[src/iobf_pkg.sv]
// Constants and types for the indexed bit-set and fill-ones execution block
// What this block does
// RULE1: Target address is frame pointer plus literal offset k, k from 0 to 95.
// RULE2: Indexed bit-set word 1000 bbb0 kkkk kkkk sets bit b, others unchanged.
// RULE3: Indexed fill writes FFh into the byte at frame pointer plus offset.
// RULE4: Fill is recognised by upper byte 0110 1000; lower byte holds the offset.
// RULE5: Fill target is frame pointer plus offset, never a fixed access-bank byte.
// RULE6: One word, one four-phase cycle, arithmetic status flags left untouched.
// RULE7: With extension on, access-bank offsets up to 5Fh index the frame pointer.
// RULE8: Extension and indexed mode are off when the enable bit is zero.
package iobf_pkg;
    localparam int ADDR_W = 12;
    localparam logic [3:0] BSET_OPC = 4'h8;
    localparam int BSET_OPC_HI = 15;
    localparam int BSET_OPC_LO = 12;
    localparam int BSET_BIT_HI = 11;
    localparam int BSET_BIT_LO = 9;
    localparam int BSET_Z_POS = 8;
    localparam logic [7:0] FILL_OPC = 8'h68;
    localparam int OFS_HI = 7;
    localparam int OFS_LO = 0;
    localparam logic [7:0] OFS_MAX = 8'h5f;
    localparam logic [7:0] FILL_VAL = 8'hff;
    localparam logic [ADDR_W-1:0] ADDR_RST = 12'h000;
    localparam logic [7:0] DATA_RST = 8'h00;
    typedef enum logic [1:0] {
        IOBF_Q1 = 2'b00,
        IOBF_Q2 = 2'b01,
        IOBF_Q3 = 2'b11,
        IOBF_Q4 = 2'b10
    } iobf_phase_t;
    typedef enum logic [1:0] {
        IOBF_OP_NONE = 2'b00,
        IOBF_OP_BSET = 2'b01,
        IOBF_OP_FILL = 2'b10
    } iobf_op_t;
endpackage

[src/iobf_exec.sv]
// Four-phase decode and execute of indexed bit-set and fill-ones instructions
`timescale 1ns/1ps
module iobf_exec
    import iobf_pkg::*;
(
    input wire logic clk_in,
    input wire logic sys_rst_in,
    input wire logic clk_en_in,
    input wire logic extension_enable_bit_in,
    input wire logic instr_valid_in,
    input wire logic [15:0] instr_word_in,
    input wire logic [ADDR_W-1:0] frame_pointer_reg_in,
    input wire logic [7:0] mem_rdata_in,
    output logic [1:0] phase_out,
    output logic [ADDR_W-1:0] mem_addr_out,
    output logic mem_rd_out,
    output logic mem_wr_out,
    output logic [7:0] mem_wdata_out,
    output logic busy_out,
    output logic done_out
);
    iobf_phase_t phase_reg;
    iobf_op_t op_reg;
    logic [2:0] bit_reg;
    logic [7:0] data_reg;
    iobf_op_t op_next;

    // Offset field must fit the indexed window
    function automatic logic iobf_offset_ok(input logic [15:0] w);
        return w[OFS_HI:OFS_LO] <= OFS_MAX; // RULE1 RULE7
    endfunction

    // Upper nibble selects the bit-set form, the bit below the bit number must be clear
    function automatic logic iobf_is_bset(input logic [15:0] w);
        return w[BSET_OPC_HI:BSET_OPC_LO] == BSET_OPC && !w[BSET_Z_POS]; // RULE2
    endfunction

    // The whole upper byte names the fill form
    function automatic logic iobf_is_fill(input logic [15:0] w);
        return w[BSET_OPC_HI:OFS_HI+1] == FILL_OPC; // RULE4
    endfunction

    function automatic iobf_op_t iobf_decode(input logic [15:0] w, input logic en);
        iobf_op_t r;
        r = IOBF_OP_NONE;
        if (en && iobf_offset_ok(w)) begin // RULE7 RULE8
            if (iobf_is_bset(w)) begin // RULE2
                r = IOBF_OP_BSET;
            end else if (iobf_is_fill(w)) begin // RULE4
                r = IOBF_OP_FILL;
            end
        end
        return r;
    endfunction

    always_comb begin
        op_next = iobf_decode(instr_word_in, extension_enable_bit_in);
    end

    // Phase sequencer; idle in Q1 until a decodable instruction is offered
    always_ff @(posedge clk_in) begin
        if (sys_rst_in) begin
            phase_reg <= IOBF_Q1;
        end else if (clk_en_in) begin
            case (phase_reg)
                IOBF_Q1: begin
                    if (instr_valid_in && op_next != IOBF_OP_NONE) begin
                        phase_reg <= IOBF_Q2; // RULE6
                    end
                end
                IOBF_Q2: phase_reg <= IOBF_Q3;
                IOBF_Q3: phase_reg <= IOBF_Q4;
                IOBF_Q4: phase_reg <= IOBF_Q1;
                default: phase_reg <= IOBF_Q1;
            endcase
        end
    end

    // Byte address of the operand: frame pointer plus zero-extended offset
    function automatic logic [ADDR_W-1:0] iobf_target(
        input logic [ADDR_W-1:0] base,
        input logic [15:0] w
    );
        logic [ADDR_W-1:0] ofs;
        ofs = {{(ADDR_W-8){1'b0}}, w[OFS_HI:OFS_LO]};
        return base + ofs; // RULE1 RULE5
    endfunction

    // One-hot mask of the selected bit
    function automatic logic [7:0] iobf_bit_mask(input logic [2:0] b);
        logic [7:0] m;
        m = 8'h01 << b;
        return m;
    endfunction

    // New byte for the write phase
    function automatic logic [7:0] iobf_result(
        input iobf_op_t op,
        input logic [7:0] old_byte,
        input logic [2:0] b
    );
        logic [7:0] r;
        r = old_byte | iobf_bit_mask(b); // RULE2
        if (op == IOBF_OP_FILL) begin
            r = FILL_VAL; // RULE3
        end
        return r;
    endfunction

    // An instruction is taken only from idle with a decodable word
    logic accept;
    always_comb begin
        accept = clk_en_in && phase_reg == IOBF_Q1 && instr_valid_in
            && op_next != IOBF_OP_NONE;
    end

    // Decoded operation, held for the rest of the cycle
    // Refused words leave it alone so a stale strobe cannot reuse them
    always_ff @(posedge clk_in) begin
        if (sys_rst_in) begin
            op_reg <= IOBF_OP_NONE;
        end else if (accept) begin
            op_reg <= op_next;
        end
    end

    // Bit number of the set operation
    // Fill words load it too; it is simply unused for them
    always_ff @(posedge clk_in) begin
        if (sys_rst_in) begin
            bit_reg <= 3'h0;
        end else if (accept) begin
            bit_reg <= instr_word_in[BSET_BIT_HI:BSET_BIT_LO];
        end
    end

    // Operand address, sampled with the word
    // Held until the next accepted instruction so memory sees a steady address
    always_ff @(posedge clk_in) begin
        if (sys_rst_in) begin
            mem_addr_out <= ADDR_RST;
        end else if (accept) begin
            mem_addr_out <= iobf_target(frame_pointer_reg_in, instr_word_in); // RULE1 RULE5
        end
    end

    // Read request in the read phase
    // Only the bit-set needs the old byte; the fill never reads
    always_ff @(posedge clk_in) begin
        if (sys_rst_in) begin
            mem_rd_out <= 1'b0;
        end else if (clk_en_in) begin
            mem_rd_out <= accept && op_next == IOBF_OP_BSET;
        end
    end

    // Old byte, taken while the read request stands
    // Taken for the fill as well; the result ignores it then
    always_ff @(posedge clk_in) begin
        if (sys_rst_in) begin
            data_reg <= DATA_RST;
        end else if (clk_en_in && phase_reg == IOBF_Q2) begin
            data_reg <= mem_rdata_in;
        end
    end

    // Write data, formed in the process phase
    // Stays after the strobe so a slow memory can still take it
    always_ff @(posedge clk_in) begin
        if (sys_rst_in) begin
            mem_wdata_out <= DATA_RST;
        end else if (clk_en_in && phase_reg == IOBF_Q3) begin
            mem_wdata_out <= iobf_result(op_reg, data_reg, bit_reg); // RULE2 RULE3
        end
    end

    // Write strobe, one cycle in the write phase
    // Only accepted work reaches Q3, so no extra qualifier is needed
    always_ff @(posedge clk_in) begin
        if (sys_rst_in) begin
            mem_wr_out <= 1'b0;
        end else if (clk_en_in) begin
            mem_wr_out <= phase_reg == IOBF_Q3;
        end
    end

    // Phase seen from outside, one cycle behind the sequencer
    // No arithmetic flag is produced anywhere in this block
    always_ff @(posedge clk_in) begin
        if (sys_rst_in) begin
            phase_out <= 2'b00;
        end else if (clk_en_in) begin
            phase_out <= phase_reg; // RULE6
        end
    end

    // Busy from acceptance until the cycle closes
    always_ff @(posedge clk_in) begin
        if (sys_rst_in) begin
            busy_out <= 1'b0;
        end else if (clk_en_in) begin
            busy_out <= phase_reg != IOBF_Q1 || accept;
        end
    end

    // Completion pulse once the write phase is over
    always_ff @(posedge clk_in) begin
        if (sys_rst_in) begin
            done_out <= 1'b0;
        end else if (clk_en_in) begin
            done_out <= phase_reg == IOBF_Q4; // RULE6
        end
    end
endmodule

[config.mk]
export PLATFORM = sky130hd
export DESIGN_NAME = iobf_exec
export DESIGN_NICKNAME = d
export VERILOG_FILES = /design/src/iobf_pkg.sv /design/src/iobf_exec.sv
export SDC_FILE = /design/constraint.sdc
export NUM_CORES = 1
export LEC_CHECK = 0
export ABC_AREA = 1
export BUFFER_PORTS_ARGS = -buffer_cell sky130_fd_sc_hd__buf_2
export CORE_MARGIN = 1
export CORE_UTILIZATION = 46
export DETAILED_ROUTE_END_ITERATION = 6
export PLACE_DENSITY = 0.73
export REMOVE_ABC_BUFFERS = 1
export SLEW_MARGIN = 0
export SYNTH_ARGS = -nofsm -noshare
export SYNTH_HDL_FRONTEND = slang
export SYNTH_SLANG_ARGS = --single-unit
[constraint.sdc]
create_clock -name clk_in -period 2.8 [get_ports clk_in]
set_clock_uncertainty 0.2 [all_clocks]
set_input_delay 0.14 -clock clk_in [delete_from_list [all_inputs] [get_ports clk_in]]
set_output_delay 0.14 -clock clk_in [all_outputs]
set_load 0.02 [all_outputs]
---- After elaboration in Yosys (flattened, before gate mapping) ----
Cells that the tools add are included.
word-level totals
  word-level logic and storage cells ...... 44
  bits in registers ....................... 41
  bits of input ports ..................... 41
  output and inout port bits .............. 26
cells by class
  add/subtract/negate cells ............... 1
  order comparisons ....................... 1
  bitwise logic cells ..................... 1
  shift-type cells ........................ 1
  reductions and logical operators ........ 15
  multiplexer cells ....................... 6
  equal/unequal tests ..................... 8
operators by type and width
  kind                                                                               number
  12-bit by 8-bit adder with 12-bit output                                           1
  1-bit logical AND                                                                  9
  8-bit by 7-bit equality test with 1-bit output (second input constant)             1
  8-bit by 7-bit less-or-equal comparator with 1-bit output (second input constant)  1
  2-bit two-way mux                                                                  4
  8-bit two-way mux                                                                  1
  8-bit bitwise OR                                                                   1
  2-bit case mux with 4 select lines                                                 1
  1-bit by 3-bit left shift with 8-bit output (first input constant)                 1
  2-bit equality test (second input constant)                                        3
  2-bit by 1-bit equality test with 1-bit output (second input constant)             2
  4-bit equality test (second input constant)                                        1
  2-bit nonzero test                                                                 2
  2-bit zero test                                                                    1
  2-bit inequality test (second input constant)                                      1
  2-bit AND reduction                                                                1
  1-bit zero test                                                                    1
  1-bit logical OR                                                                   1

---- Logic depth before layout (Yosys ltp) ----
  depth after elaboration ................. 8
  mapped depth ............................ 11

---- Least setup slack after synthesis ----
OpenSTA, ideal clock, no wires.
  path kind ............................... input port to flip-flop
  start point ............................. in instr_word_in[0]
  end point ............................... reg mem_addr_out[8]
  required time ........................... 2488 ps
  slack ................................... 1182 ps
  cell stages on the path ................. 9
  arrival ................................. 1306 ps
  path buffers ............................ 0
  path through ............................ ha_1 -> fa_1 -> nand2_1 -> nand2_1 -> nand3_1 -> nand2_1 -> xor2_1 -> nor2_1 -> nor2_1
between the ends
  longest elaborated chain between the ends .. 5
  elaborated cells between the ends (all ways) .. 6
ends and longest elaborated chain
  element                                                    line              text
  start: declaration                                         iobf_exec.sv:11   input wire logic [15:0] instr_word_in,
  8-bit by 7-bit less-or-equal comparator with 1-bit output  iobf_exec.sv:30   return w[OFS_HI:OFS_LO] <= OFS_MAX;
  1-bit logical AND                                          iobf_exec.sv:46   if (en && iobf_offset_ok(w)) begin
  2-bit two-way mux                                          iobf_exec.sv:46
  2-bit nonzero test                                         iobf_exec.sv:114  && op_next != IOBF_OP_NONE;
  1-bit logical AND                                          iobf_exec.sv:114
  end signal: assignment                                     iobf_exec.sv:143  mem_addr_out <= iobf_target(frame_pointer_reg_in, instr_word_in);
  end: declaration                                           iobf_exec.sv:15   output logic [ADDR_W-1:0] mem_addr_out,
Several ways; a longest one is shown, not always the timed one.
A chain may end at the register's enable or synchronous reset.

---- Worst setup path after layout ----
  start point ............................. in instr_word_in[10]
  end point ............................... reg mem_addr_out[0]
between the ends
  longest elaborated chain between the ends .. 6
ends and longest elaborated chain
  element                                         line              text
  8-bit by 7-bit equality test with 1-bit output  iobf_exec.sv:40   return w[BSET_OPC_HI:OFS_HI+1] == FILL_OPC;
  2-bit two-way mux                               iobf_exec.sv:49   end else if (iobf_is_fill(w)) begin
  2-bit two-way mux                               iobf_exec.sv:47   if (iobf_is_bset(w)) begin
  2-bit two-way mux                               iobf_exec.sv:46
  2-bit nonzero test                              iobf_exec.sv:114
  1-bit logical AND                               iobf_exec.sv:114
Every way passes these cells.

==> results.yml <==
status:
  outcome: "finished clean"
placement:
  placement.cell_area_mm2: 0.00253
  dpl.cell_count: 431
  placement.setup.worst_slack_ns: 0.960
  dp.final_hpwl_um: 3770
  io_buffers: 66
  gp_congestion: 0.866
flow_run:
  cap_viol_max_count: 0
pwr:
  netSwitchingPower_uw: 302
  clock_power_share: 0.335
  pwr-share-seq: 0.507
  power_frac_comb: 0.158
  max-vdd-ir-drop_mv: 0.252
  switching_share: 0.260
  post-layout-total-power_uw: 1160
  power-per-cell-area_mw_per_mm2: 421
  internal_power_uw: 860
  p_leak_uw: 0.00138
timing:
  timing.final.max_slew_violations: 0
  period_share: 0.599
  clock.fmax_ghz: 0.597
  min_period_ns: 1.68
  worst_pin_slew_ns: 0.681
  setup_violations: 0
  setup_total_negative_slack_ns: 0
  endpoints_failing_hold: 0
  rsz0062_at_grt: "false"
  worst_slack_ns: 1.12
  timing.slew.headroom: 0.546
synth:
  synth_top_area_share: 0.377
  synthAdderAreaFrac: 0.0552
  synth_top_family_by_area: "simple AND/OR/NAND/NOR gates"
  post_synth_instance_area_mm2: 0.00218
  synthesis.yosys.warnings: 0
  synth_compound_area_frac: 0.136
  post_synth_simple_gate_area: 0.315
  synthXorXnorAreaFrac: 0.0161
  netlist_top_cells_area: "sky130_fd_sc_hd__dfxtp_1 (38%), sky130_fd_sc_hd__nand2_1 (16%), sky130_fd_sc_hd__inv_1 (7.8%)"
  synth_seq_area_share: 0.377
  syn_inst: 320
  yosys-mux-area-fraction: 0
  synth.lib_cells_used.distinct: 27
  synthesis.area_per_instance_um2: 6.80
  synth.largest_area_cell: "sky130_fd_sc_hd__dfxtp_1"
  synth.ff_latch_count: 41
worst_setup_path:
  critPathLaunchType: "input port"
  timing.critical_path.required_ns: 2.82
  crit_path_cell_chain: "dlygate4sd3_1, buf_2, inv_1, nand2_1, nor2_1, nand3_2, nand2_4, nand2_4, clkinv_4, nand2_1, a21oi_1"
  critical_path_class: "input port to flip-flop"
  slowest_delay_ns: 0.53
  critPathSlowestCell: "sky130_fd_sc_hd__dlygate4sd3_1"
  cp_data_arrival_time_ns: 1.70
  setup.worst_path.end_class: "flip-flop"
  ff2ff_path_depth: 3
  crit_fanout: 14
global_route:
  grt_overflow: 0
  grt_pass1_vias: 1952
  global_route.usage.total: 0.208
  grt_first_pass_wirelength_um: 8260
  grt_start_max_net_pins: 24
  grt_antenna_before_repair: 0
floorplanning:
  die_x_um: 70.8
  floorplan.die.height_um: 70.8
  floorplan.core_area_mm2: 0.00444
  i_o_pin_count: 67
  std_cell_rows: 24
  starting_density: 0.490
  total_die_area_mm2: 0.00501
clocking:
  worstSkewPairLatency_ns: 0.29
  cts-htree-levels: 2
  worst_setup_hold_path_clk_slew_ns: 0.07
  clk_root_buffer_cell: "sky130_fd_sc_hd__clkbuf_8"
  cts_repair_resizes: 0
  total_clock_buffers_created_by_cts: 5
  tritoncts: "done"
  cts.sinks: 41
  clock_path_buffers: 2
route:
  post_drt_via_cell_ratio: 4.92
  vias: 2223
  detail_route.wirelength_um: 5070
  detailedRoute.firstPassIterationCount: 6
  drc_violations_left: 0
  post_drt_wl_per_cell_um: 11.2
  drt.antenna.violating_nets: 0
  detailedRoute.firstIterationViolations: 130
final_layout:
  finish.net_count: 450
  finish.cell_count_without_fillers: 452
  fillers: 429
  register_area_um2: 821
  post_route_cells_drive_above_1_share: 0.210
  largest_reg_flops: 12
  postLayoutCellArea_mm2: 0.00276
  antenna_cells: 0
  areaGrowthSynthToFinish_pct: 26.8
  multiInputGateArea_mm2: 0.00113
worst_hold_path:
  worstHoldPathType: "input port to flip-flop"
  timing.hold.worst_path_depth: 3
## cells in the final DEF (no fill, tap or decap), drive strengths merged
cell	synthesis	routed
or2	1	1
dfxtp	41	41
a31oi	8	8
clkinv	1	1
nand3b	4	4
nand2	94	94
xor2	3	3
nor2	30	30
xnor2	1	1
clkbuf	2	6
buf	5	66
fa	1	1
nand3	22	22
ha	8	8
dlygate4sd3	0	14
a21oi	31	31
nand4	4	4
clkinvlp	0	1
o21ai	18	18
nor3	1	1
inv	45	45
## routing by layer
metal,track usage,wire length (um),up-vias
li1,-,-,1181
met2,0.362,2420,54
met3,0.0527,249,8
met5,0,0,-
met4,0.0733,68,0
met1,0.248,2330,980
## power groups by stage
stage / logic (uW) / clock network [uW] / registers (uW)
floorplan: 99.6 / 0 / 606
global placement: 164 / 0 / 602
detailed placement: 167 / 0 / 603
CTS: 183 / 399 / 589
global route: 205 / 424 / 589
finish: 183 / 389 / 589
## cells in the mapped netlist
cell,count
sky130_fd_sc_hd__buf_1,1
sky130_fd_sc_hd__ha_1,8
sky130_fd_sc_hd__buf_4,2
sky130_fd_sc_hd__nand4_1,4
sky130_fd_sc_hd__nor2_2,3
sky130_fd_sc_hd__inv_1,45
sky130_fd_sc_hd__nand3_2,2
sky130_fd_sc_hd__fa_1,1
sky130_fd_sc_hd__nand3_1,20
sky130_fd_sc_hd__nand2_4,2
sky130_fd_sc_hd__o21ai_0,18
sky130_fd_sc_hd__a31oi_1,8
sky130_fd_sc_hd__dfxtp_1,41
sky130_fd_sc_hd__or2_2,1
sky130_fd_sc_hd__buf_2,1
sky130_fd_sc_hd__nand3b_1,4
sky130_fd_sc_hd__clkinv_4,1
sky130_fd_sc_hd__nand2_2,1
sky130_fd_sc_hd__nor2_4,1
sky130_fd_sc_hd__nand2_1,91
sky130_fd_sc_hd__xor2_1,3
sky130_fd_sc_hd__a21oi_1,31
sky130_fd_sc_hd__xnor2_1,1
sky130_fd_sc_hd__nor2_1,26
sky130_fd_sc_hd__nor3_1,1
sky130_fd_sc_hd__buf_6,1
sky130_fd_sc_hd__clkbuf_1,2
## final timing paths
check	startpoint	end	slack [ns]
setup / recovery	instr_word_in[10]	mem_addr_out[0]$_SDFFE_PP0P_	1.12
hold / removal	clk_en_in	done_out$_SDFFE_PP0P_	0.01
setup reg to reg	phase_reg[1]$_SDFFE_PP0P_	mem_wdata_out[5]$_SDFFE_PP0P_	1.14
hold reg to reg	mem_rd_out$_SDFFE_PP0P_	mem_rd_out$_SDFFE_PP0P_	0.26
## through the flow
stage               hold slack (ns)   util
floorplan                   0.00907      -
global placement              0.166  0.569
detailed placement            0.170  0.569
CTS                         0.00216  0.621
global route                 0.0264  0.621
finish                       0.0137  0.621
## critical path, delay by kind of cell
family,cells,cell delay (ns)
buffers and inverters,4,0.82
AND/OR/NAND/NOR,6,0.60
AO/OA/AOI/OAI,1,0.12
## logic make-up after synthesis
family                     count (synthesis)
buffers and inverters                     53
adders and majority gates                  9
AOI/OAI and AO/OA                         57
and+or+nand+nor                          156
DFF                                       41
xor gates and xnor gates                   4
## layout make-up
class | count | area share
tap | 52 | 0.0236
clock buffer | 6 | 0.0299
multi-input combinational | 226 | 0.411
inverter | 46 | 0.0644
clock inverter | 1 | 0.00272
timing repair buffer | 80 | 0.171
sequential | 41 | 0.298
## repair_timing
item,CTS,global route
hold buffers,14,0
hold endpoints to repair,15,0
buffers inserted,0,0
No activity file was read; power rests on OpenSTA's default activity.
